--- src/include/usdc_pkg.sv ---
package usdc_pkg;
    // ------------------------------------------------------------
    // register indices; byte address is four times the index
    // ------------------------------------------------------------
    localparam int ADDR_W = 6;
    localparam logic [3:0] IDX_CHAR_OVS_CTRL = 4'hA;
    localparam logic [3:0] IDX_DMA_SAMPLE_CTRL = 4'hB;
    localparam logic [3:0] IDX_EVENT_STATUS = 4'hC;
    localparam logic [3:0] IDX_EVENT_MASK = 4'hD;

    // ------------------------------------------------------------
    // field positions and reset values
    // ------------------------------------------------------------
    localparam int BIT_TEN_BIT = 5;
    localparam int BIT_TX_DMA_EN = 7;
    localparam int BIT_RX_DMA_EN = 5;
    localparam int BIT_DUAL_EDGE = 1;
    localparam int BIT_REALIGN_DIS = 0;
    localparam logic [7:0] CHAR_OVS_RESET = 8'h0F;
    localparam logic [7:0] DMA_SAMPLE_RESET = 8'h00;
    localparam logic [4:0] OVS_MIN_CODE = 5'h03;
    localparam logic [4:0] OVS_DEFAULT_CODE = 5'h0F;

    // event status / mask bits
    localparam int EVT_W = 3;
    localparam int EVT_TX_DMA = 0;
    localparam int EVT_RX_DMA = 1;
    localparam int EVT_OVS_FIX = 2;

    // bus responses
    localparam logic [1:0] RESP_OKAY = 2'h0;
    localparam logic [1:0] RESP_SLVERR = 2'h2;

    typedef struct packed {
        logic ten_bit_char_select;
        logic [4:0] oversample_ratio;
        logic tx_empty_dma_enable;
        logic rx_full_dma_enable;
        logic dual_edge_sampling;
        logic midword_realign_disable;
    } usdc_cfg_t;

    function automatic logic usdc_idx_mapped(input logic [3:0] idx);
        return (idx >= IDX_CHAR_OVS_CTRL) && (idx <= IDX_EVENT_MASK);
    endfunction

    function automatic logic [4:0] usdc_ovs_fix(input logic [4:0] code);
        return (code < OVS_MIN_CODE) ? OVS_DEFAULT_CODE : code;
    endfunction
endpackage

--- src/hdl/usdc_config.sv ---
// Added by the designer: register access over AXI4-Lite.
`timescale 1ns/1ps
`default_nettype none
module usdc_config
    import usdc_pkg::*;
(
    // clock and reset
    input wire logic sys_clk,
    input wire logic rst,
    // axi4-lite register bus
    input wire logic [ADDR_W-1:0] s_axi_awaddr,
    input wire logic s_axi_awvalid,
    output logic s_axi_awready,
    input wire logic [31:0] s_axi_wdata,
    input wire logic [3:0] s_axi_wstrb,
    input wire logic s_axi_wvalid,
    output logic s_axi_wready,
    output logic [1:0] s_axi_bresp,
    output logic s_axi_bvalid,
    input wire logic s_axi_bready,
    input wire logic [ADDR_W-1:0] s_axi_araddr,
    input wire logic s_axi_arvalid,
    output logic s_axi_arready,
    output logic [31:0] s_axi_rdata,
    output logic [1:0] s_axi_rresp,
    output logic s_axi_rvalid,
    input wire logic s_axi_rready,
    // flags and baud ticks from the rest of the transceiver
    input wire logic tx_buffer_empty_flag,
    input wire logic rx_buffer_full_flag,
    input wire logic baud_rise_tick,
    input wire logic baud_fall_tick,
    input wire logic rx_one_zero_edge,
    // configuration and timing to the transceiver
    output usdc_cfg_t cfg,
    output logic rx_sample_en,
    output logic tx_bit_en,
    output logic rx_realign,
    // dma and interrupt
    output logic tx_dma_req,
    output logic rx_dma_req,
    output logic irq
);
    // ------------------------------------------------------------
    // bus slave
    // ------------------------------------------------------------
    logic wr_en, rd_en;
    logic [3:0] wr_idx, rd_idx;
    logic [7:0] wr_data, rd_data;

    usdc_axil_slave u_slave (
        .sys_clk(sys_clk),
        .rst(rst),
        .s_axi_awaddr(s_axi_awaddr),
        .s_axi_awvalid(s_axi_awvalid),
        .s_axi_awready(s_axi_awready),
        .s_axi_wdata(s_axi_wdata),
        .s_axi_wstrb(s_axi_wstrb),
        .s_axi_wvalid(s_axi_wvalid),
        .s_axi_wready(s_axi_wready),
        .s_axi_bresp(s_axi_bresp),
        .s_axi_bvalid(s_axi_bvalid),
        .s_axi_bready(s_axi_bready),
        .s_axi_araddr(s_axi_araddr),
        .s_axi_arvalid(s_axi_arvalid),
        .s_axi_arready(s_axi_arready),
        .s_axi_rdata(s_axi_rdata),
        .s_axi_rresp(s_axi_rresp),
        .s_axi_rvalid(s_axi_rvalid),
        .s_axi_rready(s_axi_rready),
        .wr_en(wr_en),
        .wr_idx(wr_idx),
        .wr_data(wr_data),
        .rd_en(rd_en),
        .rd_idx(rd_idx),
        .rd_data(rd_data)
    );

    // ------------------------------------------------------------
    // write decode
    // ------------------------------------------------------------
    logic [EVT_W-1:0] status_reg, status_next, mask_reg, events;
    logic wr_char_ovs, wr_dma_sample, wr_mask, rd_status;
    logic [4:0] ovs_code_in;
    logic ovs_invalid;

    assign wr_char_ovs = wr_en & (wr_idx == IDX_CHAR_OVS_CTRL);
    assign wr_dma_sample = wr_en & (wr_idx == IDX_DMA_SAMPLE_CTRL);
    assign wr_mask = wr_en & (wr_idx == IDX_EVENT_MASK);
    assign rd_status = rd_en & (rd_idx == IDX_EVENT_STATUS);
    assign ovs_code_in = wr_data[4:0];
    assign ovs_invalid = wr_char_ovs & (ovs_code_in < OVS_MIN_CODE);

    // ------------------------------------------------------------
    // configuration registers
    // ------------------------------------------------------------
    always_ff @(posedge sys_clk or posedge rst) begin
        if (rst) begin
            cfg.ten_bit_char_select <= CHAR_OVS_RESET[BIT_TEN_BIT];
            cfg.oversample_ratio <= CHAR_OVS_RESET[4:0];
            cfg.tx_empty_dma_enable <= DMA_SAMPLE_RESET[BIT_TX_DMA_EN];
            cfg.rx_full_dma_enable <= DMA_SAMPLE_RESET[BIT_RX_DMA_EN];
            cfg.dual_edge_sampling <= DMA_SAMPLE_RESET[BIT_DUAL_EDGE];
            cfg.midword_realign_disable <= DMA_SAMPLE_RESET[BIT_REALIGN_DIS];
        end else begin
            if (wr_char_ovs) begin
                cfg.ten_bit_char_select <= wr_data[BIT_TEN_BIT];
                // a ratio below four cannot be sampled, so fall back to sixteen
                cfg.oversample_ratio <= usdc_ovs_fix(ovs_code_in);
            end
            if (wr_dma_sample) begin
                cfg.tx_empty_dma_enable <= wr_data[BIT_TX_DMA_EN];
                cfg.rx_full_dma_enable <= wr_data[BIT_RX_DMA_EN];
                cfg.dual_edge_sampling <= wr_data[BIT_DUAL_EDGE];
                cfg.midword_realign_disable <= wr_data[BIT_REALIGN_DIS];
            end
        end
    end

    // ------------------------------------------------------------
    // read mux
    // ------------------------------------------------------------
    logic [7:0] rd_char_ovs, rd_dma_sample;

    assign rd_char_ovs = {2'b00, cfg.ten_bit_char_select, cfg.oversample_ratio};
    // reserved positions are constant zero, writes to them are dropped
    assign rd_dma_sample = {cfg.tx_empty_dma_enable, 1'b0, cfg.rx_full_dma_enable,
                            3'b000, cfg.dual_edge_sampling, cfg.midword_realign_disable};
    assign rd_data = (rd_idx == IDX_CHAR_OVS_CTRL) ? rd_char_ovs :
                     (rd_idx == IDX_DMA_SAMPLE_CTRL) ? rd_dma_sample :
                     (rd_idx == IDX_EVENT_STATUS) ? {5'b00000, status_reg} :
                     (rd_idx == IDX_EVENT_MASK) ? {5'b00000, mask_reg} : 8'h00;

    // ------------------------------------------------------------
    // dma requests
    // ------------------------------------------------------------
    logic tx_req_next, rx_req_next;

    assign tx_req_next = cfg.tx_empty_dma_enable & tx_buffer_empty_flag;
    assign rx_req_next = cfg.rx_full_dma_enable & rx_buffer_full_flag;

    always_ff @(posedge sys_clk or posedge rst) begin
        if (rst) begin
            tx_dma_req <= 1'b0;
            rx_dma_req <= 1'b0;
        end else begin
            tx_dma_req <= tx_req_next;
            rx_dma_req <= rx_req_next;
        end
    end

    // ------------------------------------------------------------
    // receive sampling and transmit bit rate
    // ------------------------------------------------------------
    always_ff @(posedge sys_clk or posedge rst) begin
        if (rst) begin
            rx_sample_en <= 1'b0;
            rx_realign <= 1'b0;
        end else begin
            rx_sample_en <= baud_rise_tick | (cfg.dual_edge_sampling & baud_fall_tick);
            rx_realign <= rx_one_zero_edge & ~cfg.midword_realign_disable;
        end
    end

    // transmitter steps once per full ratio of rising baud ticks
    usdc_tx_rate_div #(
        .CODE_W(5)
    ) u_tx_div (
        .sys_clk(sys_clk),
        .rst(rst),
        .baud_tick(baud_rise_tick),
        .ratio_code(cfg.oversample_ratio),
        .bit_en(tx_bit_en)
    );

    // ------------------------------------------------------------
    // interrupt status, clear on read, set wins over clear
    // ------------------------------------------------------------
    assign events[EVT_TX_DMA] = tx_req_next & ~tx_dma_req;
    assign events[EVT_RX_DMA] = rx_req_next & ~rx_dma_req;
    assign events[EVT_OVS_FIX] = ovs_invalid;
    assign status_next = (rd_status ? '0 : status_reg) | events;

    always_ff @(posedge sys_clk or posedge rst) begin
        if (rst) begin
            status_reg <= '0;
            mask_reg <= '0;
            irq <= 1'b0;
        end else begin
            status_reg <= status_next;
            if (wr_mask) begin
                mask_reg <= wr_data[EVT_W-1:0];
            end
            irq <= |(status_next & (wr_mask ? wr_data[EVT_W-1:0] : mask_reg));
        end
    end
endmodule
`default_nettype wire

--- src/hdl/usdc_axil_slave.sv ---
`timescale 1ns/1ps
`default_nettype none
module usdc_axil_slave
    import usdc_pkg::*;
(
    // clock and reset
    input wire logic sys_clk,
    input wire logic rst,
    // write channels
    input wire logic [ADDR_W-1:0] s_axi_awaddr,
    input wire logic s_axi_awvalid,
    output logic s_axi_awready,
    input wire logic [31:0] s_axi_wdata,
    input wire logic [3:0] s_axi_wstrb,
    input wire logic s_axi_wvalid,
    output logic s_axi_wready,
    output logic [1:0] s_axi_bresp,
    output logic s_axi_bvalid,
    input wire logic s_axi_bready,
    // read channels
    input wire logic [ADDR_W-1:0] s_axi_araddr,
    input wire logic s_axi_arvalid,
    output logic s_axi_arready,
    output logic [31:0] s_axi_rdata,
    output logic [1:0] s_axi_rresp,
    output logic s_axi_rvalid,
    input wire logic s_axi_rready,
    // register side
    output logic wr_en,
    output logic [3:0] wr_idx,
    output logic [7:0] wr_data,
    output logic rd_en,
    output logic [3:0] rd_idx,
    input wire logic [7:0] rd_data
);
    logic [3:0] aw_idx_reg;
    logic [7:0] w_data_reg;
    logic w_lane0_reg;
    logic aw_take, w_take, ar_take, commit;

    assign aw_take = s_axi_awvalid & s_axi_awready;
    assign w_take = s_axi_wvalid & s_axi_wready;
    assign ar_take = s_axi_arvalid & s_axi_arready;
    // both halves held (ready low) and no response pending
    assign commit = ~s_axi_awready & ~s_axi_wready & ~s_axi_bvalid;
    assign wr_en = commit & w_lane0_reg & usdc_idx_mapped(aw_idx_reg);
    assign wr_idx = aw_idx_reg;
    assign wr_data = w_data_reg;
    assign rd_idx = s_axi_araddr[5:2];
    assign rd_en = ar_take & usdc_idx_mapped(rd_idx);

    always_ff @(posedge sys_clk or posedge rst) begin
        if (rst) begin
            s_axi_awready <= 1'b1;
            s_axi_wready <= 1'b1;
            s_axi_bvalid <= 1'b0;
            s_axi_bresp <= RESP_OKAY;
            aw_idx_reg <= 4'h0;
            w_data_reg <= 8'h00;
            w_lane0_reg <= 1'b0;
        end else begin
            if (aw_take) begin
                s_axi_awready <= 1'b0;
                aw_idx_reg <= s_axi_awaddr[5:2];
            end
            if (w_take) begin
                s_axi_wready <= 1'b0;
                w_data_reg <= s_axi_wdata[7:0];
                w_lane0_reg <= s_axi_wstrb[0];
            end
            if (commit) begin
                s_axi_bvalid <= 1'b1;
                s_axi_bresp <= usdc_idx_mapped(aw_idx_reg) ? RESP_OKAY : RESP_SLVERR;
            end
            if (s_axi_bvalid && s_axi_bready) begin
                s_axi_bvalid <= 1'b0;
                s_axi_awready <= 1'b1;
                s_axi_wready <= 1'b1;
            end
        end
    end

    always_ff @(posedge sys_clk or posedge rst) begin
        if (rst) begin
            s_axi_arready <= 1'b1;
            s_axi_rvalid <= 1'b0;
            s_axi_rdata <= 32'h0000_0000;
            s_axi_rresp <= RESP_OKAY;
        end else if (ar_take) begin
            s_axi_arready <= 1'b0;
            s_axi_rvalid <= 1'b1;
            s_axi_rdata <= {24'h00_0000, rd_data};
            s_axi_rresp <= usdc_idx_mapped(rd_idx) ? RESP_OKAY : RESP_SLVERR;
        end else if (s_axi_rvalid && s_axi_rready) begin
            s_axi_rvalid <= 1'b0;
            s_axi_arready <= 1'b1;
        end
    end
endmodule
`default_nettype wire

--- src/hdl/usdc_tx_rate_div.sv ---
`timescale 1ns/1ps
`default_nettype none
module usdc_tx_rate_div #(
    parameter int CODE_W = 5
) (
    // clock and reset
    input wire logic sys_clk,
    input wire logic rst,
    // baud side
    input wire logic baud_tick,
    input wire logic [CODE_W-1:0] ratio_code,
    output logic bit_en
);
    logic [CODE_W-1:0] count_reg;
    logic wrap;

    // divide by code plus one, so the period equals the oversampling ratio
    assign wrap = (count_reg >= ratio_code);

    always_ff @(posedge sys_clk or posedge rst) begin
        if (rst) begin
            count_reg <= '0;
            bit_en <= 1'b0;
        end else begin
            bit_en <= baud_tick & wrap;
            if (baud_tick) begin
                count_reg <= wrap ? '0 : count_reg + 1'b1;
            end
        end
    end
endmodule
`default_nettype wire

--- config.mk ---
export PLATFORM = sky130hd
export DESIGN_NAME = usdc_config
export DESIGN_NICKNAME = d
export VERILOG_FILES = /design/src/include/usdc_pkg.sv /design/src/hdl/usdc_config.sv /design/src/hdl/usdc_axil_slave.sv /design/src/hdl/usdc_tx_rate_div.sv
export SDC_FILE = /design/constraint.sdc
export NUM_CORES = 1
export LEC_CHECK = 0
export BUFFER_PORTS_ARGS = -buffer_cell sky130_fd_sc_hd__buf_2
export CAP_MARGIN = 20
export CORE_UTILIZATION = 35
export CTS_BUF_LIST = sky130_fd_sc_hd__clkbuf_8
export DETAILED_ROUTE_END_ITERATION = 6
export HOLD_SLACK_MARGIN = 0.05
export PLACE_DENSITY = 0.71
export REMOVE_ABC_BUFFERS = 1
export SLEW_MARGIN = 20
export SYNTH_ARGS = -nofsm -noshare
export SYNTH_HDL_FRONTEND = slang
export SYNTH_SLANG_ARGS = --single-unit
--- constraint.sdc ---
create_clock -name sys_clk -period 2.5 [get_ports sys_clk]
set_clock_uncertainty 0.2 [all_clocks]
set_input_delay 0.375 -clock sys_clk [delete_from_list [all_inputs] [get_ports sys_clk]]
set_output_delay 0.375 -clock sys_clk [all_outputs]
set_load 0.01 [all_outputs]
==> results of run 1 <==
==> worst max-delay path: cells and delay by family, from the launching register on <==
| kind | cells | cell delay (ns) |
|---|---|---|
| and+or+nand+nor | 1 | 0.34 |
| buffers and inverters | 1 | 0.05 |
| AOI/OAI and AO/OA | 4 | 0.59 |
| adders and majority gates | 1 | 0.30 |
| DFF | 1 | 0.57 |
==> worst min-delay path by stage <==
stage / from / end
3_3_place_gp: rst / u_slave.s_axi_bvalid
2_1_floorplan: s_axi_arvalid / u_slave.s_axi_arready
6_report: rx_buffer_full_flag / rx_dma_req
5_1_grt: s_axi_wstrb[0] / u_slave.w_lane0_reg
4_1_cts: rx_buffer_full_flag / rx_dma_req
3_5_place_dp: rst / u_slave.wr_idx[3]
==> what timing repair did <==
| action | in CTS | in global routing |
|---|---|---|
| hold endpoints to repair | 50 | 0 |
| resized for setup | 0 | 0 |
| endpoints found under the setup margin | 0 | 0 |
| hold buffers | 5 | 0 |
==> power by group <==
part | leakage [nW] | total, W | internal, W | switching [W]
combinational | 0.807 | 0.000955 | 0.000493 | 0.000462
clock | 0.0497 | 0.000481 | 0.000196 | 0.000285
sequential | 0.657 | 0.00148 | 0.00119 | 0.000283
==> cell type report <==
type                       count  area [µm²]
inverter                      13        48.8
tap                           96         120
clock inverter                 3        17.5
timing repair buffer          64         363
clock buffer                   5        68.8
fill                         679        3910
sequential                    53        1340
multi-input combinational    154        1040
==> metal layers <==
layer  GRT usage, %  vias to the layer above  part of all wire (%)
li1               -                      853                     -
met5              0                        -                     0
met4           3.58                        0                  0.93
met2           21.6                       62                    45
met1           17.4                      852                    47
met3           4.27                        5                   6.3
==> per-stage QoR <==
stage | setup WS (ns) | util, % | instances | cell area (µm²) | total power, W
floorplan | 0.531 | - | 220 | 2420 | 0.00210
global placement | 0.402 | 41.4 | 375 | 2860 | 0.00241
detailed placement | 0.381 | 41.4 | 375 | 2860 | 0.00246
CTS | 0.379 | 43.3 | 388 | 2990 | 0.00295
global route | 0.232 | 43.3 | 388 | 2990 | 0.00315
finish | 0.365 | 43.3 | 388 | 2990 | 0.00291
==> logic make-up (layout without fill, tap and decap cells) <==
group                    count (synthesis)  after routing
flip-flops                              53             53
XOR/XNOR                                 1              1
adder cells (fa/ha/maj)                  6              6
AO/OA/AOI/OAI                           41             41
other                                    1             27
buffers and inverters                   43             85
AND/OR/NAND/NOR                         55             55
multiplexers                            24             24
==> layout by cell type, fill, tap and decap left out, drive strengths merged, types with 2 or more instances in the layout <==
cell	instances
buf	59
dfrtp	46
nand2	29
conb	27
mux2	22
inv	15
o21ai	14
dfstp	7
ha	6
a21oi	5
clkbuf	5
dlygate4sd3	5
or3	4
a21o	4
o22a	4
nor2b	3
nor2	3
nand4	2
a22oi	2
a221oi	2
a31oi	2
nand3	2
mux2i	2
and2	2
nor3	2
==> flow_summary.json, run 1 <==
{
  "synth_adder_area_share_pct": 2.95,
  "gp_routability_congestion": 0.753,
  "synth_warnings": 0,
  "min_path_type": "input pin to flop",
  "die-area_mm2": 0.00761,
  "core-area_mm2": 0.00691,
  "clk_pin_slew_ns": 0.10,
  "status": "finished, final reports clean",
  "drive_above_1_share_pct": 33.6,
  "start_util_pct": 36.8,
  "clock_latency_ns": 0.30,
  "path_cells": "inv_1, ha_1, a21o_1, a31oi_1, o21ai_1, or3_1, o21ai_0",
  "clockRootBuffer": "clkbuf_8",
  "avgRoutedWirePerCell_um": 12.2,
  "portBuffers": 57,
  "async_flop_share_pct": 100,
  "tns_ns": 0,
  "yosysSeqAreaShare_pct": 52.5,
  "leakagePower_nw": 1.51,
  "rr_worst_depth": 7,
  "tritoncts": "done",
  "antenna_found_initial": 0,
  "yosys.area_share.simple_pct": 11.4,
  "r2r_setup_slack_ns": 0.37,
  "grt_setup_unrepaired": "false",
  "fmax_mhz": 468,
  "post-route-min-period_ns": 2.13,
  "die_w_um": 87.2,
  "synthMuxAreaShare_pct": 11.4,
  "top_register": "cfg",
  "critPathLaunchType": "flop",
  "arrival_ns": 2.16,
  "die_h_um": 87.2,
  "synth_edf_count": 0,
  "worst_slew_pin_slew_ns": 0.642,
  "whs_path_depth": 3,
  "yosys.area_share.xor_xnor_pct": 0.345,
  "yosys_most_used_dff": "dfrtp_1",
  "rr_endpoint": "u_tx_div.count_reg[0]",
  "crit_required_ns": 2.53,
  "synth-compound-area-share_pct": 10.8,
  "ant_nets": 0,
  "slowest_delay_ns": 0.57,
  "grt_pass1_vias": 1666,
  "ys_seq_elements": 53,
  "synth_common_cells": "dfrtp_1, nand2_1, buf_4",
  "cp-endpoint": "u_tx_div.count_reg[0]",
  "crit_slowest_cell": "dfstp_2",
  "synth.distinct_cells": 47,
  "placementRows": 30,
  "slew_headroom_pct": 56.1,
  "setup_viol": 0,
  "reg2reg_from": "cfg[6]",
  "drv.max_cap_violation_count": 0,
  "synth_cells": 224,
  "drt-pass1-iter-count": 6,
  "hold_violations": 0,
  "grt_usage_pct": 13.4,
  "area_growth_pct": 17.8,
  "syn_area_per_cell_um2": 11.3,
  "dr_total_vias": 1772,
  "h-tree-depth": 2,
  "clockBufferDepth": 2,
  "path_max_fanout": 7,
  "dpl.hpwl_um": 3600,
  "largest_reg_flops": 10,
  "wl_um": 4740,
  "critPathKind": "flop to flop",
  "final_nets": 357,
  "grt_max_degree": 54,
  "yosys.area.top_type_share_pct": 45.3,
  "overflow": 0,
  "report.final.slew_viol_count": 0,
  "numClockSinks": 53,
  "post_cts_buffers": 0,
  "synthTopCellsByArea": "dfrtp_1, buf_4, dfstp_2",
  "viasPerCell": 4.57,
  "cts_buffers": 5,
  "syn-cell-area_mm2": 0.00254,
  "grt_pass1_wl_um": 7810,
  "hold_slack_ns": 0.0687,
  "critPathLaunch": "cfg[6]",
  "yosys.area.top_type": "dfrtp_1",
  "synth.most_common_cell": "dfrtp_1",
  "diodes": 0,
  "first_iter_violations": 92,
  "route.detailed.drc": 0,
  "synth_top_family_by_area": "simple AND/OR/NAND/NOR gates",
  "min_period_over_period_pct": 85.4,
  "powerDensity_mw_per_mm2": 973,
  "ioPinCount": 117,
  "vdd_drop_max_mv": 0.474,
  "timing.critical_path.to_type": "flop"
}
(Power assumes the default switching activity.)
==> run 2, diff against run 1 <==
REMOVE_ABC_BUFFERS = not set   (was 1)
==> flow_summary.json, run 2 (synthesis results as in run 1) <==
{
  "grt_pass1_vias": 1767,
  "grt_max_degree": 54,
  "final_nets": 356,
  "power_w": 0.00290,
  "numClockSinks": 53,
  "grt_pass1_wl_um": 8310,
  "leakagePower_nw": 1.51,
  "layout_common_cells": "buf_2, dfrtp_1, nand2_1, conb_1, mux2_2",
  "drive_above_1_share_pct": 33.7,
  "slowest_delay_ns": 0.58,
  "clockBufferDepth": 2,
  "status": "finished, final reports clean",
  "clock_latency_ns": 0.29,
  "fmax_mhz": 463,
  "wl_um": 4860,
  "top_register": "cfg",
  "cts_buffers": 5,
  "nFillCells": 669,
  "grt_setup_unrepaired": "false",
  "drt-pass1-iter-count": 4,
  "die_h_um": 87.2,
  "use_met3_pct": 3.70,
  "dpl.hpwl_um": 3660,
  "slew_headroom_pct": 58.8,
  "critPathKind": "flop to flop",
  "portBuffers": 57,
  "min_period_over_period_pct": 86.5,
  "powerDensity_mw_per_mm2": 975,
  "vdd_drop_max_mv": 0.508,
  "hold_violations": 0,
  "viasPerCell": 4.50,
  "cts_resized": 0,
  "drv.max_cap_violation_count": 0,
  "tritoncts": "done",
  "ioPinCount": 117,
  "crit_required_ns": 2.52,
  "whs_path_depth": 2,
  "grtUsageMet2_pct": 24.2,
  "die-area_mm2": 0.00761,
  "start_util_pct": 36.8,
  "core-area_mm2": 0.00691,
  "worst_slew_pin_slew_ns": 0.603,
  "area_growth_pct": 17.2,
  "ff_latch_area_mm2": 0.00134,
  "die_w_um": 87.2,
  "setup_viol": 0,
  "path_cells": "inv_1, ha_1, a21o_1, a31oi_1, o21ai_1, or3_1, o21ai_0",
  "clockRootBuffer": "clkbuf_8",
  "post-route-min-period_ns": 2.16,
  "placementRows": 30,
  "dr_total_vias": 1740,
  "avgRoutedWirePerCell_um": 12.6,
  "rr_worst_depth": 7,
  "h-tree-depth": 2,
  "crit_slowest_cell": "dfstp_2",
  "largest_reg_flops": 10,
  "gp_routability_congestion": 0.753,
  "diodes": 0,
  "ant_nets": 0,
  "arrival_ns": 2.18,
  "busiest_layer": "met2",
  "min_path_type": "input pin to flop",
  "tns_ns": 0,
  "antenna_found_initial": 0,
  "overflow": 0,
  "route.detailed.drc": 0,
  "clk_pin_slew_ns": 0.09,
  "final_common_cell": "buf_2",
  "timing.critical_path.to_type": "flop",
  "first_iter_violations": 56,
  "multiInputGateArea_mm2": 0.00104,
  "grt_usage_pct": 14.2,
  "stdcell_count": 387,
  "report.final.slew_viol_count": 0,
  "placed_cells": 375,
  "grtUsageMet1_pct": 18.2,
  "critPathLaunchType": "flop",
  "path_max_fanout": 7
}
-- run 2: cell types whose count changed in the layout (fill, tap and decap cells not counted), sizes merged --
cell | before | now
dlygate4sd3 | 5 | 4
inv | 15 | 14
clkinv | 1 | 2
-- run 2: layout make-up --
type	count	share of cell area [%]
Clock inverter	3	0.462
Tap cell	96	4.03
Clock buffer	5	2.31
Inverter	13	1.64
Multi-Input combinational cell	154	34.9
Sequential cell	53	44.8
Timing Repair Buffer	63	11.8
-- run 2: metal layers --
metal	share of wire, %	up-vias	routed length [µm]
li1	-	857	-
met1	47	812	2280
met2	47	67	2270
met3	5.4	4	261
met4	0.97	0	47
met5	0	-	0
-- run 2: through the flow --
stage	util (%)	setup slack, ns	area, µm²	hold slack, ns
floorplan	-	0.531	2640	0.233
global placement	41.4	0.405	2860	0.243
detailed placement	41.4	0.318	2860	0.245
CTS	43.1	0.309	2980	0.0686
global route	43.1	0.202	2980	0.0670
finish	43.1	0.338	2980	0.0714
-- run 2: critical path, delay by kind of cell, from the launching register on --
family                   cells  cell delay [ns]
AND/OR/NAND/NOR              1             0.34
AO/OA/AOI/OAI                4             0.62
buffers and inverters        1             0.05
flip-flops                   1             0.58
adder cells (fa/ha/maj)      1             0.31
-- run 2: power by group --
group	switching (W)	internal, W
Clock	0.000259	0.000191
Combinational	0.000476	0.000493
Sequential	0.000292	0.00119
-- run 2: path summary, 6_finish.rpt --
path / from / to / slack (ns)
max: cfg[6] / u_tx_div.count_reg[0] / 0.34
min: s_axi_rready / u_slave.s_axi_rvalid / 0.07
max reg2reg: cfg[6] / u_tx_div.count_reg[0] / 0.34
min reg2reg: u_slave.s_axi_rdata[2] / u_slave.s_axi_rdata[2] / 0.28
max in group asynchronous: rst / cfg[6] / 1.34
min in group asynchronous: rst / u_slave.wr_data[5] / 0.45
-- run 2: repair_timing --
action                                 in CTS  in global routing
hold buffers                                4                  0
buffers inserted                            0                  0
endpoints found under the hold margin      49                  0
